[config.mk]
export PLATFORM = sky130hd
export DESIGN_NAME = tmb_timer2_status
export DESIGN_NICKNAME = d
export VERILOG_FILES = /design/src/hw/tmb_pkg.sv /design/src/hw/tmb_evt_if.sv /design/src/hw/tmb_evt_gen.sv /design/src/hw/tmb_alt_out.sv /design/src/hw/tmb_timer2_status.sv
export SDC_FILE = /design/constraint.sdc
export NUM_CORES = 1
export LEC_CHECK = 0
export BUFFER_PORTS_ARGS = -buffer_cell sky130_fd_sc_hd__buf_2
export CORE_MARGIN = 1.5
export CORE_UTILIZATION = 45
export DETAILED_ROUTE_END_ITERATION = 10
export PLACE_DENSITY = 0.77
export SYNTH_ARGS = -nofsm -noshare
export SYNTH_HDL_FRONTEND = slang
export SYNTH_HIERARCHICAL = 1
export SYNTH_SLANG_ARGS = --single-unit
[constraint.sdc]
create_clock -name REF_CLK_IN -period 2.79 [get_ports REF_CLK_IN]
set_clock_uncertainty 0.15 [all_clocks]
set_input_delay 0.1395 -clock REF_CLK_IN [delete_from_list [all_inputs] [get_ports REF_CLK_IN]]
set_output_delay 0.1395 -clock REF_CLK_IN [all_outputs]
set_load 0.05 [all_outputs]
[src/hw/tmb_pkg.sv]
// Constants shared by the timer 2 status and polarity block.
// Assumes an 8-bit register port on the system clock.
package tmb_pkg;
  localparam int ADDR_W = 8;
  localparam int DATA_W = 8;
  localparam int CNT_W = 16;
  localparam int BYTE_W = 8;
  localparam int FLAG_N = 4;

  // Register offsets
  localparam logic [7:0] OFS_CTRL_B = 8'h0b;
  localparam logic [7:0] OFS_IRQ_STATUS = 8'h10;
  localparam logic [7:0] OFS_IRQ_MASK = 8'h11;
  localparam logic [7:0] OFS_LIVE_VIEW = 8'h12;

  // Control register B fields
  localparam int BIT_LOW_CMP = 0;
  localparam int BIT_CAP_CMP = 1;
  localparam int BIT_LOW_OVF = 2;
  localparam int BIT_MAIN_OVF = 3;
  localparam int BIT_RESERVED = 4;
  localparam int BIT_SEC_POL = 5;
  localparam int BIT_SEC_OE = 6;
  localparam int BIT_LOW_IE = 7;

  // Live view fields
  localparam int BIT_VIEW_MODE = 0;
  localparam int BIT_VIEW_PIN = 1;
  localparam int BIT_VIEW_CAP_PIN = 2;

  // Reset values and flag mask
  localparam logic [7:0] RST_CTRL_B = 8'h00;
  localparam logic [7:0] RST_IRQ = 8'h00;
  localparam logic [3:0] FLAG_MASK_ALL = 4'hf;
endpackage

[src/hw/tmb_evt_if.sv]
// Event pulses passed from the match detector to the flag and pin logic.
// All signals are one-cycle pulses on the system clock.
`timescale 1ns/1ps
interface tmb_evt_if;
  logic low_cmp_evt;
  logic cap_cmp_evt;
  logic low_ovf_evt;
  logic main_ovf_evt;
  logic alt_src_evt;

  modport gen (
    output low_cmp_evt,
    output cap_cmp_evt,
    output low_ovf_evt,
    output main_ovf_evt,
    output alt_src_evt
  );
  modport use_evt (
    input low_cmp_evt,
    input cap_cmp_evt,
    input low_ovf_evt,
    input main_ovf_evt,
    input alt_src_evt
  );
endinterface

[src/hw/tmb_evt_gen.sv]
// Turns counter state and overflow strobes into event pulses per width mode.
// Assumes the counter datapath runs on the same clock.
`timescale 1ns/1ps
module tmb_evt_gen (
  input wire logic clk,
  input wire logic rst_n,
  input wire logic dual_byte_mode_select,
  input wire logic [tmb_pkg::CNT_W-1:0] counter_value,
  input wire logic [tmb_pkg::CNT_W-1:0] compare_value,
  input wire logic [tmb_pkg::BYTE_W-1:0] high_compare_value,
  input wire logic [tmb_pkg::BYTE_W-1:0] low_compare_value,
  input wire logic full_ovf,
  input wire logic high_ovf,
  input wire logic low_ovf,
  tmb_evt_if.gen evt
);
  logic low_eq;
  logic cap_eq;
  logic low_eq_d;
  logic cap_eq_d;

  // Only dual mode has a low comparator
  assign low_eq = dual_byte_mode_select &&
                  (counter_value[tmb_pkg::BYTE_W-1:0] == low_compare_value);
  assign cap_eq = dual_byte_mode_select ?
                  (counter_value[tmb_pkg::CNT_W-1:tmb_pkg::BYTE_W] == high_compare_value) :
                  (counter_value == compare_value);

  // A match counts once when it begins, not every cycle it holds
  always_ff @(posedge clk) begin
    if (!rst_n) begin
      low_eq_d <= 1'b0;
      cap_eq_d <= 1'b0;
    end else begin
      low_eq_d <= low_eq;
      cap_eq_d <= cap_eq;
    end
  end

  assign evt.low_cmp_evt = low_eq && !low_eq_d;
  assign evt.cap_cmp_evt = cap_eq && !cap_eq_d;
  assign evt.low_ovf_evt = dual_byte_mode_select && low_ovf;
  assign evt.main_ovf_evt = dual_byte_mode_select ? high_ovf : full_ovf;
  assign evt.alt_src_evt = dual_byte_mode_select ? (low_ovf || evt.low_cmp_evt) :
                           (full_ovf || evt.cap_cmp_evt);
endmodule

[src/hw/tmb_alt_out.sv]
// Alternate output pin: starting level from the polarity bit, toggled by timer events.
// Assumes event pulses and control bits on the same clock.
`timescale 1ns/1ps
module tmb_alt_out (
  input wire logic clk,
  input wire logic rst_n,
  input wire logic secondary_output_enable,
  input wire logic secondary_output_polarity,
  tmb_evt_if.use_evt evt,
  output logic pin_level,
  output logic pin_oe
);
  logic oe_d;

  always_ff @(posedge clk) begin
    if (!rst_n) begin
      oe_d <= 1'b0;
    end else begin
      oe_d <= secondary_output_enable;
    end
  end

  // Polarity is sampled only on the enable's rising edge
  always_ff @(posedge clk) begin
    if (!rst_n) begin
      pin_level <= 1'b0;
    end else if (secondary_output_enable && !oe_d) begin
      pin_level <= secondary_output_polarity;
    end else if (secondary_output_enable && evt.alt_src_evt) begin
      pin_level <= ~pin_level;
    end
  end

  assign pin_oe = secondary_output_enable;
endmodule

[src/hw/tmb_timer2_status.sv]
// Top of the timer 2 status and secondary output polarity block.
// Assumes a register port on REF_CLK_IN and a counter datapath on the same clock.
//
// Design decision made here: the strobed register port.
`timescale 1ns/1ps

// What this block does
// Control register B and all its flags clear to zero on every reset.
// Low compare flag sets only in dual mode on low-byte match.
// Low half has no capture; capture events never touch low flags.
// Capture/compare flag sets on full match, or high-byte match in dual mode.
// Capture/compare flag also sets on a rising external capture pin edge.
// Low overflow flag sets on low-byte overflow in dual mode only.
// In 16-bit mode main overflow flag sets on full counter overflow.
// In dual mode main overflow flag sets on high-byte overflow.
// Bit 4 reads zero and ignores writes.
// With secondary output enabled, polarity bit sets the pin starting level.
// Pin waveform follows full timer, or low-byte timer in dual mode.
// Polarity writes any time; pin takes them only on enable rising.
// Flags stay set until written zero; writing one sets them.
// Low interrupt request when low enable and low overflow or compare flag.
module tmb_timer2_status (
  // Clock and reset
  input wire logic REF_CLK_IN,
  input wire logic NRST_IN,
  // Register port
  input wire logic [tmb_pkg::ADDR_W-1:0] ADDR_IN,
  input wire logic [tmb_pkg::DATA_W-1:0] WDATA_IN,
  input wire logic WR_IN,
  input wire logic RD_IN,
  output logic [tmb_pkg::DATA_W-1:0] RDATA_OUT,
  // Counter datapath
  input wire logic DUAL_BYTE_MODE_SELECT_IN,
  input wire logic [tmb_pkg::CNT_W-1:0] COUNTER_VALUE_IN,
  input wire logic [tmb_pkg::CNT_W-1:0] COMPARE_VALUE_IN,
  input wire logic [tmb_pkg::BYTE_W-1:0] HIGH_COMPARE_VALUE_IN,
  input wire logic [tmb_pkg::BYTE_W-1:0] LOW_COMPARE_VALUE_IN,
  input wire logic FULL_OVF_IN,
  input wire logic HIGH_OVF_IN,
  input wire logic LOW_OVF_IN,
  // Capture
  input wire logic CAPTURE_ENABLE_IN,
  input wire logic CAPTURE_PIN_IN,
  output logic CAPTURE_STROBE_OUT,
  // Alternate output pin
  output logic ALTERNATE_OUTPUT_PIN_OUT,
  output logic ALTERNATE_OUTPUT_PIN_OE_OUT,
  // Interrupts
  output logic LOW_IRQ_OUT,
  output logic IRQ_OUT
);
  logic cap_meta;
  logic cap_sync;
  logic cap_sync_d;
  logic cap_edge;
  logic low_cmp_flag;
  logic capture_compare_flag;
  logic low_ovf_flag;
  logic main_ovf_flag;
  logic secondary_output_polarity;
  logic secondary_output_enable;
  logic low_interrupt_enable;
  logic [tmb_pkg::FLAG_N-1:0] hw_set;
  logic [tmb_pkg::FLAG_N-1:0] flags;
  logic [tmb_pkg::FLAG_N-1:0] irq_status;
  logic [tmb_pkg::FLAG_N-1:0] irq_mask;
  logic [tmb_pkg::DATA_W-1:0] ctrl_b_view;
  logic [tmb_pkg::DATA_W-1:0] live_view;
  logic [tmb_pkg::DATA_W-1:0] next_rdata;
  logic wr_ctrl_b;
  logic wr_status;
  logic wr_mask;
  logic pin_level;
  logic pin_oe;

  tmb_evt_if evt ();

  // Capture pin is asynchronous: two flip-flops before any use
  always_ff @(posedge REF_CLK_IN) begin
    if (!NRST_IN) begin
      cap_meta <= 1'b0;
      cap_sync <= 1'b0;
    end else begin
      cap_meta <= CAPTURE_PIN_IN;
      cap_sync <= cap_meta;
    end
  end

  always_ff @(posedge REF_CLK_IN) begin
    if (!NRST_IN) begin
      cap_sync_d <= 1'b0;
    end else begin
      cap_sync_d <= cap_sync;
    end
  end

  // Rising edge only; the neighbouring datapath loads the capture value
  assign cap_edge = CAPTURE_ENABLE_IN && cap_sync && !cap_sync_d;

  // Strobe to the datapath; its capture loads only the full/high value
  always_ff @(posedge REF_CLK_IN) begin
    if (!NRST_IN) begin
      CAPTURE_STROBE_OUT <= 1'b0;
    end else begin
      CAPTURE_STROBE_OUT <= cap_edge;
    end
  end

  tmb_evt_gen u_evt_gen (
    .clk(REF_CLK_IN),
    .rst_n(NRST_IN),
    .dual_byte_mode_select(DUAL_BYTE_MODE_SELECT_IN),
    .counter_value(COUNTER_VALUE_IN),
    .compare_value(COMPARE_VALUE_IN),
    .high_compare_value(HIGH_COMPARE_VALUE_IN),
    .low_compare_value(LOW_COMPARE_VALUE_IN),
    .full_ovf(FULL_OVF_IN),
    .high_ovf(HIGH_OVF_IN),
    .low_ovf(LOW_OVF_IN),
    .evt(evt.gen)
  );

  // Hardware set sources, in control register B bit order
  always_comb begin
    hw_set = '0;
    hw_set[tmb_pkg::BIT_LOW_CMP] = evt.low_cmp_evt;
    hw_set[tmb_pkg::BIT_CAP_CMP] = evt.cap_cmp_evt || cap_edge;
    hw_set[tmb_pkg::BIT_LOW_OVF] = evt.low_ovf_evt;
    hw_set[tmb_pkg::BIT_MAIN_OVF] = evt.main_ovf_evt;
  end

  // Register decode
  assign wr_ctrl_b = WR_IN && (ADDR_IN == tmb_pkg::OFS_CTRL_B);
  assign wr_status = WR_IN && (ADDR_IN == tmb_pkg::OFS_IRQ_STATUS);
  assign wr_mask = WR_IN && (ADDR_IN == tmb_pkg::OFS_IRQ_MASK);

  // Flag bits: a hardware event wins over a same-cycle write of zero
  genvar gi;
  generate
    for (gi = 0; gi < tmb_pkg::FLAG_N; gi++) begin : g_flag
      always_ff @(posedge REF_CLK_IN) begin
        if (!NRST_IN) begin
          flags[gi] <= tmb_pkg::RST_CTRL_B[gi];
        end else if (hw_set[gi]) begin
          flags[gi] <= 1'b1;
        end else if (wr_ctrl_b) begin
          flags[gi] <= WDATA_IN[gi];
        end
      end
    end
  endgenerate

  assign low_cmp_flag = flags[tmb_pkg::BIT_LOW_CMP];
  assign capture_compare_flag = flags[tmb_pkg::BIT_CAP_CMP];
  assign low_ovf_flag = flags[tmb_pkg::BIT_LOW_OVF];
  assign main_ovf_flag = flags[tmb_pkg::BIT_MAIN_OVF];

  // Control bits of register B; bit 4 has no storage
  always_ff @(posedge REF_CLK_IN) begin
    if (!NRST_IN) begin
      secondary_output_polarity <= tmb_pkg::RST_CTRL_B[tmb_pkg::BIT_SEC_POL];
      secondary_output_enable <= tmb_pkg::RST_CTRL_B[tmb_pkg::BIT_SEC_OE];
      low_interrupt_enable <= tmb_pkg::RST_CTRL_B[tmb_pkg::BIT_LOW_IE];
    end else if (wr_ctrl_b) begin
      secondary_output_polarity <= WDATA_IN[tmb_pkg::BIT_SEC_POL];
      secondary_output_enable <= WDATA_IN[tmb_pkg::BIT_SEC_OE];
      low_interrupt_enable <= WDATA_IN[tmb_pkg::BIT_LOW_IE];
    end
  end

  // Sticky interrupt status, cleared by writing one; events win
  always_ff @(posedge REF_CLK_IN) begin
    if (!NRST_IN) begin
      irq_status <= tmb_pkg::RST_IRQ[tmb_pkg::FLAG_N-1:0];
    end else if (wr_status) begin
      irq_status <= (irq_status & ~WDATA_IN[tmb_pkg::FLAG_N-1:0]) | hw_set;
    end else begin
      irq_status <= irq_status | hw_set;
    end
  end

  always_ff @(posedge REF_CLK_IN) begin
    if (!NRST_IN) begin
      irq_mask <= tmb_pkg::RST_IRQ[tmb_pkg::FLAG_N-1:0];
    end else if (wr_mask) begin
      irq_mask <= WDATA_IN[tmb_pkg::FLAG_N-1:0] & tmb_pkg::FLAG_MASK_ALL;
    end
  end

  assign IRQ_OUT = |(irq_status & irq_mask);
  assign LOW_IRQ_OUT = low_interrupt_enable && (low_ovf_flag || low_cmp_flag);

  tmb_alt_out u_alt_out (
    .clk(REF_CLK_IN),
    .rst_n(NRST_IN),
    .secondary_output_enable(secondary_output_enable),
    .secondary_output_polarity(secondary_output_polarity),
    .evt(evt.use_evt),
    .pin_level(pin_level),
    .pin_oe(pin_oe)
  );

  assign ALTERNATE_OUTPUT_PIN_OUT = pin_level;
  assign ALTERNATE_OUTPUT_PIN_OE_OUT = pin_oe;

  // Read views
  always_comb begin
    ctrl_b_view = '0;
    ctrl_b_view[tmb_pkg::BIT_LOW_CMP] = low_cmp_flag;
    ctrl_b_view[tmb_pkg::BIT_CAP_CMP] = capture_compare_flag;
    ctrl_b_view[tmb_pkg::BIT_LOW_OVF] = low_ovf_flag;
    ctrl_b_view[tmb_pkg::BIT_MAIN_OVF] = main_ovf_flag;
    ctrl_b_view[tmb_pkg::BIT_RESERVED] = 1'b0;
    ctrl_b_view[tmb_pkg::BIT_SEC_POL] = secondary_output_polarity;
    ctrl_b_view[tmb_pkg::BIT_SEC_OE] = secondary_output_enable;
    ctrl_b_view[tmb_pkg::BIT_LOW_IE] = low_interrupt_enable;
  end

  always_comb begin
    live_view = '0;
    live_view[tmb_pkg::BIT_VIEW_MODE] = DUAL_BYTE_MODE_SELECT_IN;
    live_view[tmb_pkg::BIT_VIEW_PIN] = pin_level;
    live_view[tmb_pkg::BIT_VIEW_CAP_PIN] = cap_sync;
  end

  // Unmapped addresses read as zero
  always_comb begin
    case (ADDR_IN)
      tmb_pkg::OFS_CTRL_B: next_rdata = ctrl_b_view;
      tmb_pkg::OFS_IRQ_STATUS: next_rdata = {{(tmb_pkg::DATA_W-tmb_pkg::FLAG_N){1'b0}}, irq_status};
      tmb_pkg::OFS_IRQ_MASK: next_rdata = {{(tmb_pkg::DATA_W-tmb_pkg::FLAG_N){1'b0}}, irq_mask};
      tmb_pkg::OFS_LIVE_VIEW: next_rdata = live_view;
      default: next_rdata = '0;
    endcase
  end

  // Read data stand only in the cycle after the strobe
  always_ff @(posedge REF_CLK_IN) begin
    if (!NRST_IN) begin
      RDATA_OUT <= '0;
    end else if (RD_IN) begin
      RDATA_OUT <= next_rdata;
    end else begin
      RDATA_OUT <= '0;
    end
  end
endmodule

==> key figures <==
Synthesis
  – Post-synth top flop: dfxtp_1
  – Synthesized area: 0.001677 sq mm
  – EDFF count, synth: 0
  – Post-synthesis register bit count: 30
  – Avg Inst Size Synth: 8.732 sq um
  – Area contributors post-synth: dfxtp_1, xnor2_1, nand2_1
  – Register area share after synthesis: 35.82%
  – Yosys top cell area share: 35.82%
  – Synthesized Nets: 266
  – Synth Warn #: 6
  – Post-synth ARST share: 0%
  – Post-synth cell types: 40
  – Leading area contributor after synthesis: dfxtp_1
  – Cells after synthesis: 192

CTS
  – CTS Buffer Depth: 2
  – Num CTS Buffers: 5
  – Post-CTS Repair Setup Buffers: 0
  – Clock Latency Late Sink: 280 ps
  – H-Tree Depth: 2
  – Root buf cell: clkbuf_8
  – Hold Buf Count CTS: 8
  – CTS tree: done
  – Post-cts sizing count: 0
  – CTS clk-pin slew, worst paths: 60 ps
  – Sink Count: 30

Floorplan
  – Core box area: 0.003442 sq mm
  – Num ports: 87
  – FP Rows: 21
  – Die Height: 64.04 um
  – Initial Util: 48.71%
  – Die area: 0.004101 sq mm
  – Die width: 64.04 um

GRT
  – GR Util met1: 22.04%
  – Met2 GRT Util: 37.11%
  – Grt ovf: 0
  – First-pass GRT wire length: 6.444 mm
  – Antenna violations before repair: 0
  – Layer with the highest usage: met2
  – Vias in the first global route: 1511
  – Largest net degree at the start of global routing: 31
  – GR met3 Demand/Resource: 6.338%
  – Total track usage: 20.42%

Placed design
  – DP Worst Slack: 952.2 ps
  – Detail Placement HPWL: 3.222 mm
  – IO buf count: 84
  – RePlAce Congestion: 0.8191

Critical path
  – Reg2reg start: u_evt_gen/low_eq_d$_SDFF_PN0_
  – CP max FO: 5
  – Crit path DAT: 1590 ps
  – Worst r2r path cells: 5
  – Setup crit end kind: flop
  – CP Launch Type: flop
  – Kind of critical path: reg -> reg
  – Worst R2R Setup Slack: 1230 ps
  – Worst endpoint required time: 2820 ps
  – R2R Path End: u_alt_out/pin_level$_SDFFE_PN0P_

Timing
  – Final worst slack: 1226 ps
  – Final TNS setup: 0 ps
  – Tmin final: 1564 ps
  – Max-slew violations: 0
  – Fmax: 639.2 MHz
  – Final worst-path cycle share: 56.07%
  – Final setup vio count: 0
  – Hold Violations, Final: 0
  – Worst hold slack: 8.878 ps
  – RSZ-0062 raised after global routing: no

Pwr
  – Max VDD drop: 0.2092 mV
  – PD cells: 408.2 mW/mm^2
  – Clock Power Share: 34.2%
  – Switching Fraction: 25.22%
  – Sequential share of power: 47.6%
  – Gate power share: 18.2%
  – P_leak: 0.0009700 uW
  – NetSw: 234.0 uW
  – Pint: 693.9 uW

Finish
  – Diode count: 0
  – NumNets Final: 358
  – Share of layout cells above drive strength 1: 34.51%
  – Commonest non-fill, non-tap cells in the layout: buf_2, xnor2_1, dfxtp_1
  – Area Growth Syn to Fin: 35.60%
  – Commonest non-fill, non-tap cell in the layout: buf_2

Routing
  – Vias per cell: 5.036
  – Total Routed Length: 4.034 mm
  – Iter 0 DRT Violations: 57
  – Final ANT Viol Nets: 0
  – DR WL/cell: 12.22 um
  – DR pass1 iterations: 5
  – Residual DRC: 0
  – Via Count: 1662

Run status
  – Status: finished, final reports clean

Hold path
  – Hold Crit Class: in -> reg
  – Hold Path Sink: RDATA_OUT[7]$_SDFF_PN0_
  – Hold Startpoint: RD_IN
  – Hold path depth: 2

Run
  – Max cap viols: 0
worst max-delay path by stage:
| stage | from | to | depth (start not counted) |
|---|---|---|---|
| floorplan | ADDR_IN[5] | irq_status[1]$_SDFF_PN0_ | 4 |
| global placement | LOW_COMPARE_VALUE_IN[5] | u_alt_out/pin_level$_SDFFE_PN0P_ | 8 |
| detailed placement | ADDR_IN[5] | low_cmp_flag$_SDFFE_PN0P_ | 4 |
| CTS | u_evt_gen/low_eq_d$_SDFF_PN0_ | u_alt_out/pin_level$_SDFFE_PN0P_ | 5 |
| global route | u_evt_gen/low_eq_d$_SDFF_PN0_ | u_alt_out/pin_level$_SDFFE_PN0P_ | 5 |
| finish | u_evt_gen/low_eq_d$_SDFF_PN0_ | u_alt_out/pin_level$_SDFFE_PN0P_ | 5 |
Yosys cell counts, types with 2 or more instances:
master	number
nand3_1	11
xnor2_1	31
inv_1	6
dfxtp_1	30
nor2b_1	2
clkbuf_1	2
a21oi_1	5
o311a_1	3
and4_1	3
o21ai_0	10
nand2_1	18
buf_4	3
mux2i_1	3
nor2_1	12
nor4_4	2
a31oi_1	4
buf_2	2
nor3_1	3
and2_1	9
a21boi_0	4
nand4_1	5
a22oi_1	4
mux2_2	2
nor4_1	2
layer usage:
layer	vias to the layer above	part of all wire (%)
met5	-	0
met4	0	1.1
met3	5	9.3
met2	80	49
met1	715	40
li1	862	-
sequential cells by signal, summed over array words and instances, names as in the netlist:
register                   flops
irq_mask                       4
u_alt_out/pin_level            1
u_evt_gen/low_eq_d             1
secondary_output_polarity      1
cap_sync_d                     1
low_interrupt_enable           1
secondary_output_enable        1
main_ovf_flag                  1
cap_sync                       1
cap_meta                       1
CAPTURE_STROBE_OUT             1
low_ovf_flag                   1
capture_compare_flag           1
u_evt_gen/cap_eq_d             1
RDATA_OUT                      7
low_cmp_flag                   1
irq_status                     4
u_alt_out/oe_d                 1
final cells by class:
cell class / instances / area, sq um
Clock buffer: 5 / 68.82
Timing Repair Buffer: 92 / 500.5
Multi-Input combinational cell: 149 / 1013
Inverter: 6 / 22.52
Tap cell: 46 / 57.56
Clock inverter: 2 / 10.01
Fill cell: 297 / 1169
Sequential cell: 30 / 600.6
power by group through the flow:
| stage | clock [uW] | combinational (uW) | sequential (uW) |
|---|---|---|---|
| floorplan | 0 | 83.7 | 450 |
| global placement | 0 | 158 | 451 |
| detailed placement | 0 | 161 | 451 |
| CTS | 327 | 170 | 442 |
| global route | 348 | 185 | 443 |
| finish | 317 | 169 | 442 |
cells by family after synthesis:
family / after synthesis / synth area share (%)
other: 1 / 0.2237
buffers and inverters: 13 / 3.731
AO/OA/AOI/OAI: 37 / 14.93
flip-flops: 30 / 35.82
AND/OR/NAND/NOR: 74 / 25.45
XOR/XNOR: 32 / 16.72
multiplexers: 5 / 3.134
critical path, cell delays in order, from the launching register on:
cell and delay [ps]:
dfxtp_1 330, nor4_4 380, nor3b_1 100, nor2_1 140, o21ai_0 110, a32o_1 260
per-stage QoR:
| step | area [sq um] | total power, uW | instances | util [%] |
|---|---|---|---|---|
| floorplan | 1677 | 533.5 | 192 | - |
| global placement | 2115 | 608.4 | 315 | 61.43 |
| detailed placement | 2115 | 612.4 | 315 | 61.43 |
| CTS | 2273 | 939.2 | 330 | 66.05 |
| global route | 2273 | 975.4 | 330 | 66.05 |
| finish | 2273 | 927.9 | 330 | 66.05 |
Note: power is estimated with default switching activity, not from simulation.
